### src/rtl/capture_pkg.sv
// constants shared by the capture unit block
// ****************************************************
// ****************************************************
package capture_pkg;
    localparam int          NUM_UNITS     = 7;
    localparam logic [11:0] ADDR_CTRL0    = 12'h000;
    localparam logic [11:0] ADDR_VALUE0   = 12'h020;
    localparam logic [11:0] ADDR_SEL_A    = 12'h040;
    localparam logic [11:0] ADDR_SEL_B    = 12'h044;
    localparam logic [11:0] ADDR_OD       = 12'h048;
    localparam logic [11:0] ADDR_FLAG     = 12'h04C;
    localparam logic [11:0] ADDR_ENABLE   = 12'h050;
    localparam logic [11:0] ADDR_PORTWR   = 12'h054;
    localparam logic [11:0] ADDR_CFG      = 12'h058;
    localparam logic [7:0]  SEL_A_MASK    = 8'hD7;
    localparam logic [7:0]  SEL_B_MASK    = 8'h17;
    localparam logic [7:0]  SEL_B_SMALL   = 8'h03;
    localparam logic [7:0]  OD_MASK       = 8'hFC;
    localparam int          OD_LSB        = 2;
    localparam int          FLAG_LSB      = 1;
    localparam int          PINMAP_BIT    = 1;
    localparam logic [7:0]  CFG_RESET     = 8'h02;
    localparam logic [3:0]  MODE_OFF      = 4'h0;
    localparam logic [3:0]  MODE_FALL     = 4'h4;
    localparam logic [3:0]  MODE_RISE     = 4'h5;
    localparam logic [3:0]  MODE_RISE4    = 4'h6;
    localparam logic [3:0]  MODE_RISE16   = 4'h7;
    localparam logic [3:0]  PRESC_DIV4    = 4'h3;
    localparam logic [3:0]  PRESC_DIV16   = 4'hF;
    localparam logic [1:0]  RESP_OKAY     = 2'h0;
    localparam logic [1:0]  RESP_SLVERR   = 2'h2;
    // timer index: 0=timer1 .. 3=timer7
    localparam logic [1:0]  TB_T1         = 2'h0;
    localparam logic [1:0]  TB_T3         = 2'h1;
    localparam logic [1:0]  TB_T5         = 2'h2;
    localparam logic [1:0]  TB_T7         = 2'h3;
    // pwm timer index: 0=timer2 .. 3=timer8
    localparam logic [1:0]  PB_T2         = 2'h0;
    localparam logic [1:0]  PB_T4         = 2'h1;
    localparam logic [1:0]  PB_T6         = 2'h2;
    localparam logic [1:0]  PB_T8         = 2'h3;
endpackage

### src/rtl/capture_unit_timer_select.sv
// capture units 4-10 with time base selection, open-drain and pin mapping
`timescale 1ns/1ps
`default_nettype none
module capture_unit_timer_select #(
    parameter bit SMALL_VARIANT = 1'b0
) (
    input  wire logic        aclk,
    input  wire logic        aresetn,
    input  wire logic [11:0] s_axi_awaddr,
    input  wire logic        s_axi_awvalid,
    output logic             s_axi_awready,
    input  wire logic [31:0] s_axi_wdata,
    input  wire logic [3:0]  s_axi_wstrb,
    input  wire logic        s_axi_wvalid,
    output logic             s_axi_wready,
    output logic      [1:0]  s_axi_bresp,
    output logic             s_axi_bvalid,
    input  wire logic        s_axi_bready,
    input  wire logic [11:0] s_axi_araddr,
    input  wire logic        s_axi_arvalid,
    output logic             s_axi_arready,
    output logic      [31:0] s_axi_rdata,
    output logic      [1:0]  s_axi_rresp,
    output logic             s_axi_rvalid,
    input  wire logic        s_axi_rready,
    input  wire logic [6:0]  unit_pin,
    input  wire logic [6:0]  pin_direction_bit,
    input  wire logic [15:0] timer1,
    input  wire logic [15:0] timer3,
    input  wire logic [15:0] timer5,
    input  wire logic [15:0] timer7,
    output logic      [13:0] unit_time_base,
    output logic      [13:0] unit_pwm_base,
    output logic      [27:0] unit_mode_field,
    output logic      [6:0]  unit_open_drain_bit,
    output logic             alternate_pin_map_cfg
);
    // ****************************************************
    // state
    // ****************************************************
    typedef enum logic [1:0] {
        BUS_IDLE = 2'b00,
        BUS_RESP = 2'b01
    } bus_e;

    typedef struct packed {
        bus_e        wst;
        bus_e        rst;
        logic        have_aw;
        logic        have_w;
        logic [11:0] waddr;
        logic [31:0] wdata;
        logic [3:0]  wstrb;
        logic        awready;
        logic        wready;
        logic        arready;
        logic [1:0]  bresp;
        logic        rpend;
        logic [11:0] raddr;
        logic [31:0] rdata;
        logic [1:0]  rresp;
        logic [27:0] mode;
        logic [7:0]  sel_a;
        logic [7:0]  sel_b;
        logic [7:0]  od;
        logic [7:0]  cfg;
        logic [6:0]  flag;
        logic [6:0]  enable;
        logic [6:0]  s1;
        logic [6:0]  s2;
        logic [6:0]  s3;
        logic [6:0]  pin_prev;
        logic [27:0] presc;
        logic [13:0] tbase;
        logic [13:0] pbase;
    } state_s;

    state_s       st;
    state_s       next_st;
    logic [6:0]   cap_wr;
    logic [111:0] cap_data;
    logic [2:0]   mem_raddr;
    logic [15:0]  mem_rdata;

    function automatic logic is_capture(input logic [3:0] m);
        is_capture = (m == capture_pkg::MODE_FALL) || (m == capture_pkg::MODE_RISE) ||
                     (m == capture_pkg::MODE_RISE4) || (m == capture_pkg::MODE_RISE16);
    endfunction

    function automatic logic [15:0] timer_of(input logic [1:0] t, input logic [15:0] a,
        input logic [15:0] b, input logic [15:0] c, input logic [15:0] d);
        case (t)
            capture_pkg::TB_T1: timer_of = a;
            capture_pkg::TB_T3: timer_of = b;
            capture_pkg::TB_T5: timer_of = c;
            default:            timer_of = d;
        endcase
    endfunction

    function automatic logic [31:0] merge(input logic [31:0] old, input logic [31:0] nw,
        input logic [3:0] strb);
        merge = old;
        for (int b = 0; b < 4; b++) begin
            if (strb[b]) begin
                merge[8*b +: 8] = nw[8*b +: 8];
            end
        end
    endfunction

    capture_value_mem u_mem (
        .aclk    (aclk),
        .aresetn (aresetn),
        .wr_en   ({1'b0, cap_wr}),
        .wr_data ({16'h0000, cap_data}),
        .rd_addr (mem_raddr),
        .rd_data (mem_rdata)
    );

    // ****************************************************
    // next state
    // ****************************************************
    always_comb begin
        logic [31:0] wv;
        logic [3:0]  m;
        logic        rise;
        logic        fall;
        logic        ev;
        logic        hit;
        logic [1:0]  c;
        logic        wr_go;
        logic [6:0]  clr;
        wv       = 32'h0000_0000;
        m        = 4'h0;
        rise     = 1'b0;
        fall     = 1'b0;
        ev       = 1'b0;
        hit      = 1'b0;
        c        = 2'h0;
        wr_go    = 1'b0;
        clr      = 7'h00;
        next_st  = st;
        cap_wr   = 7'h00;
        cap_data = '0;
        mem_raddr = 3'h0;

        // write channel: address and data in either order
        next_st.awready = 1'b0;
        next_st.wready  = 1'b0;
        if (s_axi_awvalid && st.awready) begin
            next_st.have_aw = 1'b1;
            next_st.waddr   = s_axi_awaddr;
        end
        if (s_axi_wvalid && st.wready) begin
            next_st.have_w = 1'b1;
            next_st.wdata  = s_axi_wdata;
            next_st.wstrb  = s_axi_wstrb;
        end
        if (st.wst == BUS_IDLE) begin
            next_st.awready = !next_st.have_aw && !(s_axi_awvalid && st.awready);
            next_st.wready  = !next_st.have_w && !(s_axi_wvalid && st.wready);
            wr_go = st.have_aw && st.have_w;
        end else if (s_axi_bready) begin
            next_st.wst = BUS_IDLE;
        end

        if (wr_go) begin
            next_st.wst     = BUS_RESP;
            next_st.have_aw = 1'b0;
            next_st.have_w  = 1'b0;
            next_st.bresp   = capture_pkg::RESP_OKAY;
            wv = merge(32'h0000_0000, st.wdata, st.wstrb);
            if (!st.wstrb[0]) begin
                // every register sits in lane zero: with it off nothing is stored
            end else if (st.waddr[11:5] == capture_pkg::ADDR_CTRL0[11:5] &&
                         st.waddr[4:2] < 3'd7) begin
                // mode change may flag a stale edge; switching keeps the count
                next_st.mode[4*st.waddr[4:2] +: 4] = wv[3:0];
            end else begin
                case (st.waddr)
                    capture_pkg::ADDR_SEL_A:  next_st.sel_a = wv[7:0] &
                        capture_pkg::SEL_A_MASK;
                    capture_pkg::ADDR_SEL_B:  next_st.sel_b = wv[7:0] &
                        (SMALL_VARIANT ? capture_pkg::SEL_B_SMALL : capture_pkg::SEL_B_MASK);
                    capture_pkg::ADDR_OD:     next_st.od = wv[7:0] & capture_pkg::OD_MASK;
                    capture_pkg::ADDR_FLAG:   clr = ~wv[7:1];
                    capture_pkg::ADDR_ENABLE: next_st.enable = wv[7:1];
                    capture_pkg::ADDR_PORTWR: ;
                    capture_pkg::ADDR_CFG:    next_st.cfg = wv[7:0] & capture_pkg::CFG_RESET;
                    default:                  next_st.bresp = capture_pkg::RESP_SLVERR;
                endcase
            end
        end

        // read channel; value reads pass through the memory register
        next_st.arready = 1'b0;
        if (st.rst == BUS_IDLE) begin
            if (st.rpend) begin
                next_st.rpend = 1'b0;
                next_st.rst   = BUS_RESP;
                next_st.rresp = capture_pkg::RESP_OKAY;
                next_st.rdata = 32'h0000_0000;
                if (st.raddr[11:5] == capture_pkg::ADDR_VALUE0[11:5] && st.raddr[4:2] < 3'd7) begin
                    next_st.rdata = {16'h0000, mem_rdata};
                end else if (st.raddr[11:5] == capture_pkg::ADDR_CTRL0[11:5] &&
                             st.raddr[4:2] < 3'd7) begin
                    next_st.rdata = {28'h0, st.mode[4*st.raddr[4:2] +: 4]};
                end else begin
                    case (st.raddr)
                        capture_pkg::ADDR_SEL_A:  next_st.rdata = {24'h0, st.sel_a};
                        capture_pkg::ADDR_SEL_B:  next_st.rdata = {24'h0, st.sel_b};
                        capture_pkg::ADDR_OD:     next_st.rdata = {24'h0, st.od};
                        capture_pkg::ADDR_FLAG:   next_st.rdata = {24'h0, st.flag, 1'b0};
                        capture_pkg::ADDR_ENABLE: next_st.rdata = {24'h0, st.enable, 1'b0};
                        capture_pkg::ADDR_PORTWR: ;
                        capture_pkg::ADDR_CFG:    next_st.rdata = {24'h0, st.cfg};
                        default:                  next_st.rresp = capture_pkg::RESP_SLVERR;
                    endcase
                end
            end else if (s_axi_arvalid && st.arready) begin
                next_st.rpend = 1'b1;
                next_st.raddr = s_axi_araddr;
            end else begin
                next_st.arready = !s_axi_arvalid || !st.arready;
            end
        end else if (s_axi_rready) begin
            next_st.rst = BUS_IDLE;
        end
        mem_raddr = next_st.raddr[4:2];

        // pin synchroniser: three stages, change counts when stages two and three agree
        next_st.s1 = unit_pin;
        next_st.s2 = st.s1;
        next_st.s3 = st.s2;
        if (st.s2 == st.s3) begin
            next_st.pin_prev = st.s3;
        end

        // time base decode per unit
        next_st.tbase = '0;
        next_st.pbase = '0;
        c = st.sel_a[1:0];
        next_st.tbase[1:0] = (c == 2'h0) ? capture_pkg::TB_T1 : capture_pkg::TB_T3;
        next_st.pbase[1:0] = (c == 2'h2) ? capture_pkg::PB_T6 :
                             (c == 2'h1) ? capture_pkg::PB_T4 : capture_pkg::PB_T2;
        next_st.tbase[3:2] = st.sel_a[2] ? capture_pkg::TB_T5 : capture_pkg::TB_T1;
        next_st.pbase[3:2] = st.sel_a[2] ? capture_pkg::PB_T4 : capture_pkg::PB_T2;
        next_st.tbase[5:4] = st.sel_a[4] ? capture_pkg::TB_T5 : capture_pkg::TB_T1;
        next_st.pbase[5:4] = capture_pkg::PB_T2;
        c = st.sel_a[7:6];
        next_st.tbase[7:6] = (c == 2'h0) ? capture_pkg::TB_T1 : capture_pkg::TB_T5;
        next_st.pbase[7:6] = c;
        c = st.sel_b[1:0];
        next_st.tbase[9:8] = (c == 2'h0 || SMALL_VARIANT) ? capture_pkg::TB_T1 :
                             capture_pkg::TB_T7;
        next_st.pbase[9:8] = (c == 2'h2) ? capture_pkg::PB_T6 :
                             (c == 2'h1) ? capture_pkg::PB_T4 : capture_pkg::PB_T2;
        next_st.tbase[11:10] = st.sel_b[2] ? capture_pkg::TB_T7 : capture_pkg::TB_T1;
        next_st.pbase[11:10] = st.sel_b[2] ? capture_pkg::PB_T4 : capture_pkg::PB_T2;
        next_st.tbase[13:12] = st.sel_b[4] ? capture_pkg::TB_T7 : capture_pkg::TB_T1;
        next_st.pbase[13:12] = capture_pkg::PB_T2;

        // capture engines, one per unit
        for (int u = 0; u < capture_pkg::NUM_UNITS; u++) begin
            m    = st.mode[4*u +: 4];
            rise = (st.s2[u] == st.s3[u]) && st.s3[u] && !st.pin_prev[u];
            fall = (st.s2[u] == st.s3[u]) && !st.s3[u] && st.pin_prev[u];
            ev   = 1'b0;
            hit  = 1'b0;
            if (SMALL_VARIANT && u >= 5) begin
                m = capture_pkg::MODE_OFF;
            end
            // unit 4 driven as output: software port write is itself the event
            if (u == 0 && !pin_direction_bit[0] && wr_go &&
                st.waddr == capture_pkg::ADDR_PORTWR) begin
                ev = 1'b1;
            end
            if (!is_capture(m)) begin
                next_st.presc[4*u +: 4] = 4'h0;
            end else begin
                case (m)
                    capture_pkg::MODE_FALL: hit = fall || ev;
                    capture_pkg::MODE_RISE: hit = rise || ev;
                    default: begin
                        if (rise || ev) begin
                            if (st.presc[4*u +: 4] ==
                                ((m == capture_pkg::MODE_RISE4) ? capture_pkg::PRESC_DIV4 :
                                 capture_pkg::PRESC_DIV16) ||
                                (m == capture_pkg::MODE_RISE4 &&
                                 st.presc[4*u+2 +: 2] != 2'h0)) begin
                                next_st.presc[4*u +: 4] = 4'h0;
                                hit = 1'b1;
                            end else begin
                                next_st.presc[4*u +: 4] = st.presc[4*u +: 4] + 4'h1;
                            end
                        end
                    end
                endcase
            end
            if (hit) begin
                // newest value wins with no overrun mark
                cap_wr[u]            = 1'b1;
                cap_data[16*u +: 16] = timer_of(st.tbase[2*u +: 2], timer1, timer3, timer5,
                                                timer7);
            end
            // set beats the software clear
            next_st.flag[u] = hit | (st.flag[u] & ~clr[u]);
        end
    end

    always_ff @(posedge aclk) begin
        if (!aresetn) begin
            st       <= '0;
            st.cfg   <= capture_pkg::CFG_RESET;
            st.s1    <= '0;
        end else begin
            st <= next_st;
        end
    end

    // ****************************************************
    // outputs
    // ****************************************************
    assign s_axi_awready         = st.awready;
    assign s_axi_wready          = st.wready;
    // response is the only bus state with bit 0 set
    assign s_axi_bvalid          = st.wst[0];
    assign s_axi_bresp           = st.bresp;
    assign s_axi_arready         = st.arready;
    assign s_axi_rvalid          = st.rst[0];
    assign s_axi_rdata           = st.rdata;
    assign s_axi_rresp           = st.rresp;
    assign unit_time_base        = st.tbase;
    assign unit_pwm_base         = st.pbase;
    assign unit_mode_field       = st.mode;
    assign unit_open_drain_bit   = st.od[7:1];
    assign alternate_pin_map_cfg = st.cfg[capture_pkg::PINMAP_BIT];

    // ****************************************************
    // checks
    // ****************************************************
    logic wr_go_q;
    assign wr_go_q = (st.wst == BUS_IDLE) && st.have_aw && st.have_w;

    a_off_clears_presc: assert property (@(posedge aclk) disable iff (!aresetn)
        (st.mode[3:0] == capture_pkg::MODE_OFF) |=> (st.presc[3:0] == 4'h0))
        else $error("prescaler not cleared when off");
    a_flag_sticky: assert property (@(posedge aclk) disable iff (!aresetn)
        (st.flag[0] && !(wr_go_q && st.waddr == capture_pkg::ADDR_FLAG)) |=> st.flag[0])
        else $error("flag dropped without software clear");
    a_rise_capture: assert property (@(posedge aclk) disable iff (!aresetn)
        (st.mode[3:0] == capture_pkg::MODE_RISE && $past(st.mode[3:0]) == capture_pkg::MODE_RISE
         && st.s2[0] == st.s3[0] && st.s3[0] && !st.pin_prev[0]) |=> st.flag[0])
        else $error("rising edge did not capture");
    a_rsel_mask: assert property (@(posedge aclk) disable iff (!aresetn)
        ((st.sel_a & ~capture_pkg::SEL_A_MASK) == 8'h00) &&
        ((st.sel_b & ~capture_pkg::SEL_B_MASK) == 8'h00))
        else $error("unimplemented select bits set");
    a_base_zero: assert property (@(posedge aclk) disable iff (!aresetn)
        ($past(st.sel_a[1:0]) == 2'h0 && $past(aresetn)) |-> (st.tbase[1:0] == capture_pkg::TB_T1))
        else $error("unit 4 code zero not timer1");
    a_unit7_base: assert property (@(posedge aclk) disable iff (!aresetn)
        ($past(st.sel_a[7:6]) == 2'h3 && $past(aresetn)) |-> (st.pbase[7:6] == capture_pkg::PB_T8))
        else $error("unit 7 code three not timer8");
    a_cap_write: assert property (@(posedge aclk) disable iff (!aresetn)
        (cap_wr != 7'h00) |=> ((st.flag & $past(cap_wr)) == $past(cap_wr)))
        else $error("capture without flag");
    a_od_bits: assert property (@(posedge aclk) disable iff (!aresetn)
        unit_open_drain_bit[0] == 1'b0)
        else $error("open-drain bit outside field");
endmodule
`default_nettype wire

### src/rtl/capture_value_mem.sv
// small memory holding the captured value of each unit
`timescale 1ns/1ps
`default_nettype none
module capture_value_mem (
    input  wire logic         aclk,
    input  wire logic         aresetn,
    input  wire logic [7:0]   wr_en,
    input  wire logic [127:0] wr_data,
    input  wire logic [2:0]   rd_addr,
    output logic      [15:0]  rd_data
);
    logic [15:0] mem [0:7];

    // one write lane per word: captures on several pins in one cycle all land
    always_ff @(posedge aclk) begin
        for (int i = 0; i < 8; i++) begin
            if (wr_en[i]) begin
                mem[i] <= wr_data[16*i +: 16];
            end
        end
    end

    always_ff @(posedge aclk) begin
        if (!aresetn) begin
            rd_data <= 16'h0000;
        end else begin
            rd_data <= mem[rd_addr];
        end
    end
endmodule
`default_nettype wire
### config.mk
export PLATFORM = sky130hd
export DESIGN_NAME = capture_unit_timer_select
export DESIGN_NICKNAME = d
export VERILOG_FILES = /design/src/rtl/capture_pkg.sv /design/src/rtl/capture_unit_timer_select.sv /design/src/rtl/capture_value_mem.sv
export SDC_FILE = /design/constraint.sdc
export NUM_CORES = 1
export LEC_CHECK = 0
export BUFFER_PORTS_ARGS = -buffer_cell sky130_fd_sc_hd__buf_4
export CORE_MARGIN = 4
export CORE_UTILIZATION = 30
export DETAILED_ROUTE_END_ITERATION = 7
export SLEW_MARGIN = 10
export SYNTH_ARGS = -nofsm -noshare
export SYNTH_HDL_FRONTEND = slang
export SYNTH_SLANG_ARGS = --single-unit
export TNS_END_PERCENT = 30
### constraint.sdc
create_clock -name aclk -period 4.13 [get_ports aclk]
set_input_delay 1.0325 -clock aclk [delete_from_list [all_inputs] [get_ports aclk]]
set_output_delay 1.0325 -clock aclk [all_outputs]
set_load 0.02 [all_outputs]
# Word level (Yosys, flattened, before mapping)
# Memory sizes are Yosys's and may differ from the RTL's. A register that Yosys moved wholly into a read port is not among the register bits.
# Cells that the tools add are included.
dict set report classes {
  mux 121
  n_eq_ne 78
  order_cmp 2
  n_reduce_logical 160
  bitwise_logic 33
  n_addsub 8
  shift 3
}
# op n
set ops {}
lappend ops {{16-bit case mux with 3 select lines} 7}
lappend ops {{12-bit by 7-bit == test with 1-bit output, second input constant} 14}
lappend ops {{16-bit two-way mux} 8}
lappend ops {{4-bit by 3-bit == test with 1-bit output, second input constant} 28}
lappend ops {{4-bit two-way mux} 14}
lappend ops {{1-bit two-way mux} 53}
lappend ops {{8-bit case mux with 6 select lines} 1}
lappend ops {{1-bit logical AND} 46}
lappend ops {{39-bit two-way mux} 1}
lappend ops {{2-bit two-way mux} 19}
lappend ops {{2-bit AND reduction} 18}
lappend ops {{34-bit two-way mux} 1}
lappend ops {{5-bit negation with 34-bit output} 1}
lappend ops {{4-bit by 34-bit variable shift with 28-bit output, first input constant} 1}
lappend ops {{4-bit by 34-bit variable part select with 28-bit output} 1}
lappend ops {{1-bit logical OR} 31}
lappend ops {{4-bit by 1-bit adder with 4-bit output, second input constant} 7}
lappend ops {{28-bit bitwise mux} 1}
lappend ops {{4-bit == test} 7}
lappend ops {{7-bit two-way mux} 4}
lappend ops {{28-bit by 6-bit variable part select with 4-bit output} 1}
lappend ops {{2-bit zero test} 12}
lappend ops {{8-bit two-way mux} 3}
lappend ops {{1-bit zero test} 22}
lappend ops {{21 further kinds} 104}
dict set report word_totals {
  reg_bits 248
  mem_count 1
  output_inout_bits 105
  ramBits 128
}
# name words word_bits read_ports rd_ports_with_merged_regs write_ports line
set mem_list {}
lappend mem_list {u_mem.mem 8 16 1 1 7 capture_value_mem.sv:12} ;# logic [15:0] mem [0:7];

# Depth between registers and ports, before layout
# Gate-level depths: netlist of run 1.
dict set report logic_depth {
  word_depth 12
  mapped_depth 9
}

# By module
# Synthesis of run 1 repeated with hierarchy kept, for this count alone.
dict set report hier_totals {
  hier_cells 1583
  area_unflattened_um2 16164.3
}
# mod cells_each seq_area_each_um2 instances area_per_inst_um2
set by_module_without_submodules {}
lappend by_module_without_submodules {capture_unit_timer_select 1329 3743.6 1 10811.6}
lappend by_module_without_submodules {capture_value_mem 254 4164.0 1 5352.6}

# Worst setup path after synthesis of run 1
# OpenSTA, ideal clock, no wires.
dict set report synth_path {
  path_type {in2reg}
  start {input port s_axi_arvalid}
  end {register u_mem.rd_data[5], read port of u_mem.mem}
  required_time_ns 3.992
  path_buffers 3
  setup_time_ns 0.138
  t_arrival_ns 2.488
  setup_slack_ns 1.504
  path_stages 8
  cell_sequence {nor4bb_1 > buf_2 > mux2i_1 > nand2b_1 > clkbuf_1 > clkbuf_1 > a211o_1 > o221ai_1}
}
dict set report synth_via {
  elab_chain_cells 4
}
# item line
set synth_lines {}
lappend synth_lines {{from (decl)} capture_unit_timer_select.sv:20} ;# input wire logic s_axi_arvalid,
lappend synth_lines {{1-bit logical AND} capture_unit_timer_select.sv:219} ;# end else if (s_axi_arvalid && st.arready) begin
lappend synth_lines {{13-bit two-way mux} capture_unit_timer_select.sv:219}
lappend synth_lines {{5-bit two-way mux} capture_unit_timer_select.sv:197} ;# if (st.rpend) begin
lappend synth_lines {{39-bit two-way mux} capture_unit_timer_select.sv:196} ;# if (st.rst == BUS_IDLE) begin
lappend synth_lines {{to (decl)} capture_value_mem.sv:10} ;# output logic [15:0] rd_data
# No other way between the ends.
# A chain may end at the register's enable or synchronous reset.

==> results.py, run 1 <==
metrics = {
    "sta": {
        "maxSlewViolCount": 0,
        "hold_viol": 0,
        "post_route_minimum_period_ns": 2.79,
        "final_min_period_over_clock_period_pct": 67.6,
        "clock-skew-final_ns": 0.0257,
        "timing.final.setup_violations": 0,
        "setup-tns-final_ns": 0,
        "relSlewSlack_pct": 19.1,
        "rsz0062_at_grt": "no",
        "slew_at_the_pin_closest_to_its_max_slew_limit_ns": 1.21,
        "fmax_ghz": 0.358,
    },
    "yosys": {
        "synth.yosys.warnings": 0,
        "yosys.cell_count.top_type": "sky130_fd_sc_hd__dfxtp_1",
        "synth_commonest_cells": "203 x sky130_fd_sc_hd__dfxtp_1, 169 x sky130_fd_sc_hd__nand2_1, 117 x sky130_fd_sc_hd__mux2_2",
        "synth_top_area_share_pct": 27.0,
        "avgSynthCellArea_um2": 10.6,
        "synth.top_cells.by_area": "sky130_fd_sc_hd__dfxtp_1 27%, sky130_fd_sc_hd__edfxtp_1 22%, sky130_fd_sc_hd__mux2_2 8.8%",
        "ys_seq_area_share_pct": 49.4,
        "synthFlopType": "sky130_fd_sc_hd__dfxtp_1",
        "synth_enable_flop_cells": 112,
        "postSynth.asyncResetShare_pct": 0,
        "yosys_register_bits": 315,
        "syn-cell-area_um2": 15000,
        "cell_count_after_synthesis": 1421,
        "post_synth_num_cell_types": 59,
        "synth_top_area_cell": "sky130_fd_sc_hd__dfxtp_1",
    },
    "setup_path": {
        "crit_type": "flip-flop to flip-flop",
        "cp-start-kind": "flip-flop",
        "path_max_fanout": 16,
        "required_ns": 4.29,
        "crit_path_end_kind": "flip-flop",
        "cp_data_arrival_time_ns": 2.95,
    },
    "place": {
        "gp_routability_congestion": 0.832,
        "port_buffers": 187,
        "detailedPlacementHpwl_mm": 30.2,
    },
    "job": {
        "maxCapViolations": 0,
    },
    "floorplan": {
        "die_area_um2": 53800,
        "core-area_um2": 49300,
        "initial_core_util_pct": 30.6,
        "design.portCount": 250,
        "die_h_um": 232,
        "chipWidth_um": 232,
        "number_of_cell_rows": 81,
    },
    "final_layout": {
        "total_number_of_nets_in_the_final_design": 1697,
        "seqCellArea_um2": 7430,
        "area_delta_synth_final_pct": 17.8,
        "area_of_combinational_cells_with_multiple_inputs_um2": 6620,
        "fillers": 4892,
        "post_route_cells_drive_above_1_share_pct": 25.8,
        "insertedDiodeCount": 0,
    },
    "clock_network": {
        "clock_tree_from_tritoncts": "built",
        "post_cts_resized": 0,
        "tritoncts_num_sinks": 315,
        "clk_transition_reported_paths_ns": 0.06,
        "hold_buffers": 0,
        "post_cts.repair.setup_buffers": 0,
        "worst_skew_pair.late_latency_ns": 0.55,
        "cts-root-buf": "sky130_fd_sc_hd__clkbuf_16",
        "htree_num_levels": 2,
        "cts_bufs_inserted": 36,
        "cts_buffer_depth": 3,
    },
    "power_and_ir_drop": {
        "vdd_drop_max_uv": 249,
        "leakagePower_nw": 6.82,
        "fin_total_pwr_mw": 6.99,
        "power_per_cell_area_nw_per_um2": 395,
    },
    "detailed_routing": {
        "ant_nets": 0,
        "post_drt_wl_per_cell_um": 19.2,
        "drt_pre_antenna_iters": 6,
        "initialDrtViolationCount": 804,
        "vias_per_cell": 4.84,
        "wl_mm": 42.6,
        "via_count": 10722,
        "detail_route.drc_violations": 0,
    },
    "status": {
        "status": "complete, no violations",
    },
    "global_routing": {
        "grt_usage_pct": 15.4,
        "antenna_found_initial": 3,
        "grt-ovfl-total": 0,
        "grt_start_max_net_pins": 61,
        "grt_pass1_wl_mm": 64.1,
        "first_global_vias": 10558,
    },
    "min_path": {
        "worst_hold_path_type": "flip-flop to flip-flop",
    },
}
==> through the flow <==
step / hold WS [ns] / worst slack (ns) / std cells / utilization [%] / instance area, um^2
detailed placement: 0.424 / 0.854 / 2152 / 33.6 / 16600
finish: 0.433 / 1.34 / 2217 / 36.0 / 17700
floorplan: 0.412 / 1.50 / 1449 / - / 15200
global route: 0.442 / 1.14 / 2217 / 36.0 / 17700
CTS: 0.439 / 1.40 / 2217 / 36.0 / 17700
global placement: 0.423 / 0.916 / 2152 / 33.6 / 16600
==> state kept, by name (all words and copies together) (netlist names), 6 cells and up <==
register and cells:
next_st 16, u_mem.mem 112, unit_time_base 6, st 100, u_mem.rd_data 16, unit_pwm_base 7
s_axi_rdata 16, unit_open_drain_bit 6, unit_mode_field 28
==> area by class of cell <==
type                       instances  share of cell area [%]
clock inverter                    15                   0.656
clock buffer                      50                    5.89
sequential                       315                    41.9
inverter                          28                   0.593
tap                              664                    4.69
timing repair buffer             210                    8.96
multi-input combinational        935                    37.3
==> layer usage <==
layer  vias up  GRT usage [%]  share of wire (%)
met2       296           26.3                 49
met4         6           3.46                1.5
met5         -              0              0.087
met1      5225           20.2                 44
met3        54           3.12                6.0
li1       5141              -                  -
==> path summary, 6_finish.rpt <==
path                             from               end  slack (ns)  cells past startpoint
setup / recovery  unit_mode_field[23]  u_mem.mem[5][10]        1.34                      4
hold / removal            next_st[75]       next_st[68]        0.43                      1
hold reg to reg           next_st[75]       next_st[68]        0.43                      1
setup reg to reg  unit_mode_field[23]  u_mem.mem[5][10]        1.34                      4
==> power by group <==
| group | leakage, nW | switching [mW] | internal (mW) |
|---|---|---|---|
| sequential | 2.65 | 0.0464 | 3.27 |
| clock | 0.570 | 1.32 | 1.84 |
| combinational | 3.60 | 0.291 | 0.232 |
| total | 6.82 | 1.66 | 5.34 |
==> critical path: stages (launching register included) <==
cell	delay, ns
sky130_fd_sc_hd__dfxtp_1	0.48
sky130_fd_sc_hd__nor2b_1	0.14
sky130_fd_sc_hd__a21oi_1	0.41
sky130_fd_sc_hd__a21boi_0	0.35
sky130_fd_sc_hd__o21a_1	0.99
==> layout by cell type, fill, tap and decap left out, drive strengths merged, types with 8 or more instances in the layout <==
master / n
nand3: 26
a211o: 17
o21ai: 48
nand4: 12
o211ai: 9
mux2: 117
mux2i: 101
xor2: 12
nor4bb: 8
nor2: 71
o21a: 13
nand2b: 10
a21oi: 46
nor2b: 28
nand2: 169
clkinv: 9
buf: 210
dfxtp: 203
inv: 31
o221ai: 16
a21boi: 39
nor3: 10
conb: 29
and2: 39
ha: 26
clkbuf: 50
edfxtp: 112
nand3b: 23
==> cells by family after synthesis <==
family / count (synthesis) / synth area share [%]
simple gates: 425 / 14.2
flops: 315 / 49.4
mux: 221 / 16.0
compound gates: 216 / 9.64
buf+inv: 199 / 7.57
fa+ha+maj: 26 / 2.16
xor+xnor: 18 / 1.05
other cells: 1 / 0.0249
Note: power is estimated with default switching activity, not from simulation.
==> run 2: changes to the inputs <==
--- a/config.mk
+++ b/config.mk
@@ -5,6 +5,7 @@
 export SDC_FILE = /design/constraint.sdc
 export NUM_CORES = 1
 export LEC_CHECK = 0
+export ABC_AREA = 1
 export BUFFER_PORTS_ARGS = -buffer_cell sky130_fd_sc_hd__buf_4
 export CORE_MARGIN = 4
 export CORE_UTILIZATION = 30
==> constraint.sdc (replaced) <==
create_clock -name aclk -period 2.3 [get_ports aclk]
set_input_delay 0.575 -clock aclk [delete_from_list [all_inputs] [get_ports aclk]]
set_output_delay 0.575 -clock aclk [all_outputs]
set_load 0.02 [all_outputs]
==> results.py, run 2 <==
metrics = {
    "power_and_ir_drop": {
        "leakagePower_nw": 7.55,
        "total_switching_power_mw": 3.35,
        "power.share.sequential_pct": 45.9,
        "power.share.switching_pct": 25.6,
        "power_per_cell_area_nw_per_um2": 713,
        "cell_internal_pwr_mw": 9.76,
        "p_comb_share_pct": 10.4,
        "vdd_drop_max_uv": 400,
        "p_clk_share_pct": 43.7,
    },
    "clock_network": {
        "hold_buffers": 0,
        "cts-root-buf": "sky130_fd_sc_hd__clkbuf_16",
        "clock_tree_from_tritoncts": "built",
        "htree_num_levels": 2,
        "cts_buffer_depth": 3,
        "worst_skew_pair.late_latency_ns": 0.55,
        "clk_transition_reported_paths_ns": 0.06,
        "tritoncts_num_sinks": 315,
        "cts_bufs_inserted": 38,
        "post_cts.repair.setup_buffers": 0,
    },
    "sta": {
        "timing.final.setup_violations": 0,
        "relSlewSlack_pct": 57.6,
        "final_min_period_over_clock_period_pct": 92.1,
        "hold_viol": 0,
        "clock-skew-final_ns": 0.0216,
        "slew_at_the_pin_closest_to_its_max_slew_limit_ns": 0.632,
        "layout_setup_ws_ns": 0.182,
        "post_route_minimum_period_ns": 2.12,
        "fmax_ghz": 0.472,
        "maxSlewViolCount": 0,
    },
    "yosys": {
        "synth_top_area_share_pct": 26.2,
        "synth_enable_flop_cells": 112,
        "post_synth_num_cell_types": 39,
        "post_synth_mux_area_share_pct": 0,
        "synth_top_family_by_area": "simple AND/OR/NAND/NOR gates",
        "synth_xor_area_share_pct": 0.734,
        "syn-cell-area_um2": 15500,
        "synth.top_cells.by_area": "sky130_fd_sc_hd__dfxtp_1 26%, sky130_fd_sc_hd__edfxtp_1 22%, sky130_fd_sc_hd__nand2_1 11%",
        "synth_commonest_cells": "474 x sky130_fd_sc_hd__nand2_1, 218 x sky130_fd_sc_hd__inv_1, 207 x sky130_fd_sc_hd__o21ai_0",
        "postSynth.asyncResetShare_pct": 0,
        "yosys_register_bits": 315,
        "yosys.area_share.simple_pct": 22.8,
        "synth.yosys.warnings": 0,
        "yosys.cell_count.top_type": "sky130_fd_sc_hd__nand2_1",
        "cell_count_after_synthesis": 1992,
        "avgSynthCellArea_um2": 7.78,
        "synthFlopType": "sky130_fd_sc_hd__dfxtp_1",
        "synth_top_area_cell": "sky130_fd_sc_hd__dfxtp_1",
        "ys_seq_area_share_pct": 47.9,
        "synth-compound-area-share_pct": 13.7,
        "synth_fa_ha_area_share_pct": 2.10,
    },
    "place": {
        "detailedPlace.worstSlack_ns": 0.180,
        "port_buffers": 187,
        "gp_routability_congestion": 0.900,
        "dpl.cell_count": 2754,
        "detailedPlacementHpwl_mm": 35.3,
    },
    "global_routing": {
        "use_met2_pct": 27.9,
        "grt_start_max_net_pins": 112,
        "grt-ovfl-total": 0,
        "gr-max-usage-layer": "met2",
        "antenna_found_initial": 0,
        "grt_usage_pct": 16.6,
        "globalRouteMet1Util_pct": 21.8,
        "grt_pass1_wl_mm": 72.6,
        "first_global_vias": 12588,
        "grtUsageMet3_pct": 2.92,
    },
    "setup_path": {
        "cp_data_arrival_time_ns": 2.51,
        "path_max_fanout": 10,
        "ff2ff_setup_slack_ns": 0.18,
        "crit_path_start": "st[248]",
        "crit_type": "flip-flop to flip-flop",
        "required_ns": 2.69,
        "reg2regPathDepth": 9,
        "worst_r2r_endpoint": "unit_mode_field[20]",
        "cp-start-kind": "flip-flop",
        "worst_r2r_startpoint": "st[248]",
        "crit_end": "unit_mode_field[20]",
        "crit_path_end_kind": "flip-flop",
    },
    "detailed_routing": {
        "post_drt_wl_per_cell_um": 16.9,
        "initialDrtViolationCount": 977,
        "via_count": 13315,
        "vias_per_cell": 4.72,
        "drt_pre_antenna_iters": 6,
        "wl_mm": 47.6,
        "detail_route.drc_violations": 0,
        "ant_nets": 0,
    },
    "final_layout": {
        "finalCoreUtilization_pct": 35.9,
        "layout.cells.most_common_list": "474 x sky130_fd_sc_hd__nand2_1, 219 x sky130_fd_sc_hd__buf_4, 218 x sky130_fd_sc_hd__inv_1",
        "layout_commonest_cell": "sky130_fd_sc_hd__nand2_1",
        "final_cell_count_no_fill": 2821,
        "insertedDiodeCount": 0,
        "total_number_of_nets_in_the_final_design": 2285,
        "largest-register": "u_mem.mem",
        "post_route_cells_drive_above_1_share_pct": 16.1,
        "area_delta_synth_final_pct": 18.7,
        "number_of_flip_flops_under_the_largest_register_name": 112,
    },
    "floorplan": {
        "chipWidth_um": 235,
        "die_h_um": 235,
        "die_area_um2": 55400,
        "number_of_cell_rows": 83,
        "core-area_um2": 51200,
        "initial_core_util_pct": 30.3,
        "design.portCount": 250,
    },
    "status": {
        "status": "complete, no violations",
    },
    "job": {
        "maxCapViolations": 0,
    },
    "min_path": {
        "hold_path_startpoint": "unit_pin[2]",
        "worst_hold_path_type": "input port to flip-flop",
    },
}
run 2: layer usage:
layer  routed length, um  part of all wire [%]
met1               20400                    43
met4                1500                   3.2
met5                   0                     0
met2               22700                    48
met3                2970                   6.2
run 2: worst min path at each step:
stage | end | slack, ns | cells past startpoint
finish | next_st[72] | 0.23 | 3
floorplan | next_st[63] | 0.39 | 2
global route | next_st[72] | 0.21 | 3
global placement | next_st[68] | 0.41 | 2
CTS | next_st[72] | 0.21 | 3
detailed placement | next_st[68] | 0.41 | 2
run 2: area by class of cell:
class / instances / area [um^2]
Sequential cell: 315 / 7430
Timing Repair Buffer: 230 / 1860
Tap cell: 680 / 851
Multi-Input combinational cell: 1300 / 6210
Clock inverter: 13 / 96.3
Fill cell: 5283 / 32800
Inverter: 229 / 862
Clock buffer: 54 / 1080
run 2: timing repair:
item | CTS | global route
resized for setup | 0 | 2
endpoints found under the setup margin | 0 | 4
endpoints found under the hold margin | 0 | 0
run 2: power groups by stage:
stage               Sequential [mW]  Clock (mW)  Combinational (mW)
detailed placement             6.13           0                1.36
floorplan                      6.10           0               0.912
global route                   6.03        6.11                1.51
finish                         6.01        5.73                1.36
global placement               6.13           0                1.35
CTS                            6.01        5.87                1.37
run 2: stage by stage:
step | cell area [um^2] | total power, mW | TNS [ns] | hold slack, ns
floorplan | 15600 | 7.01 | 0 | 0.390
global placement | 17200 | 7.47 | 0 | 0.412
detailed placement | 17200 | 7.49 | 0 | 0.409
CTS | 18400 | 13.2 | 0 | 0.206
global route | 18400 | 13.6 | -0.00652 | 0.212
finish | 18400 | 13.1 | 0 | 0.226
run 2: kinds of logic after synthesis:
kind of cell | count (synthesis)
compound gates | 383
xor+xnor | 13
fa+ha+maj | 26
buf+inv | 405
flops | 315
other cells | 1
simple gates | 849
run 2: critical path: stages (launching register included):
cell	delay, ns
sky130_fd_sc_hd__dfxtp_1	0.44
sky130_fd_sc_hd__inv_1	0.14
sky130_fd_sc_hd__ha_1	0.25
sky130_fd_sc_hd__ha_1	0.33
sky130_fd_sc_hd__buf_4	0.19
sky130_fd_sc_hd__nor3_1	0.20
sky130_fd_sc_hd__buf_4	0.17
sky130_fd_sc_hd__nand2_1	0.11
sky130_fd_sc_hd__nand2_1	0.09
sky130_fd_sc_hd__a21oi_1	0.06
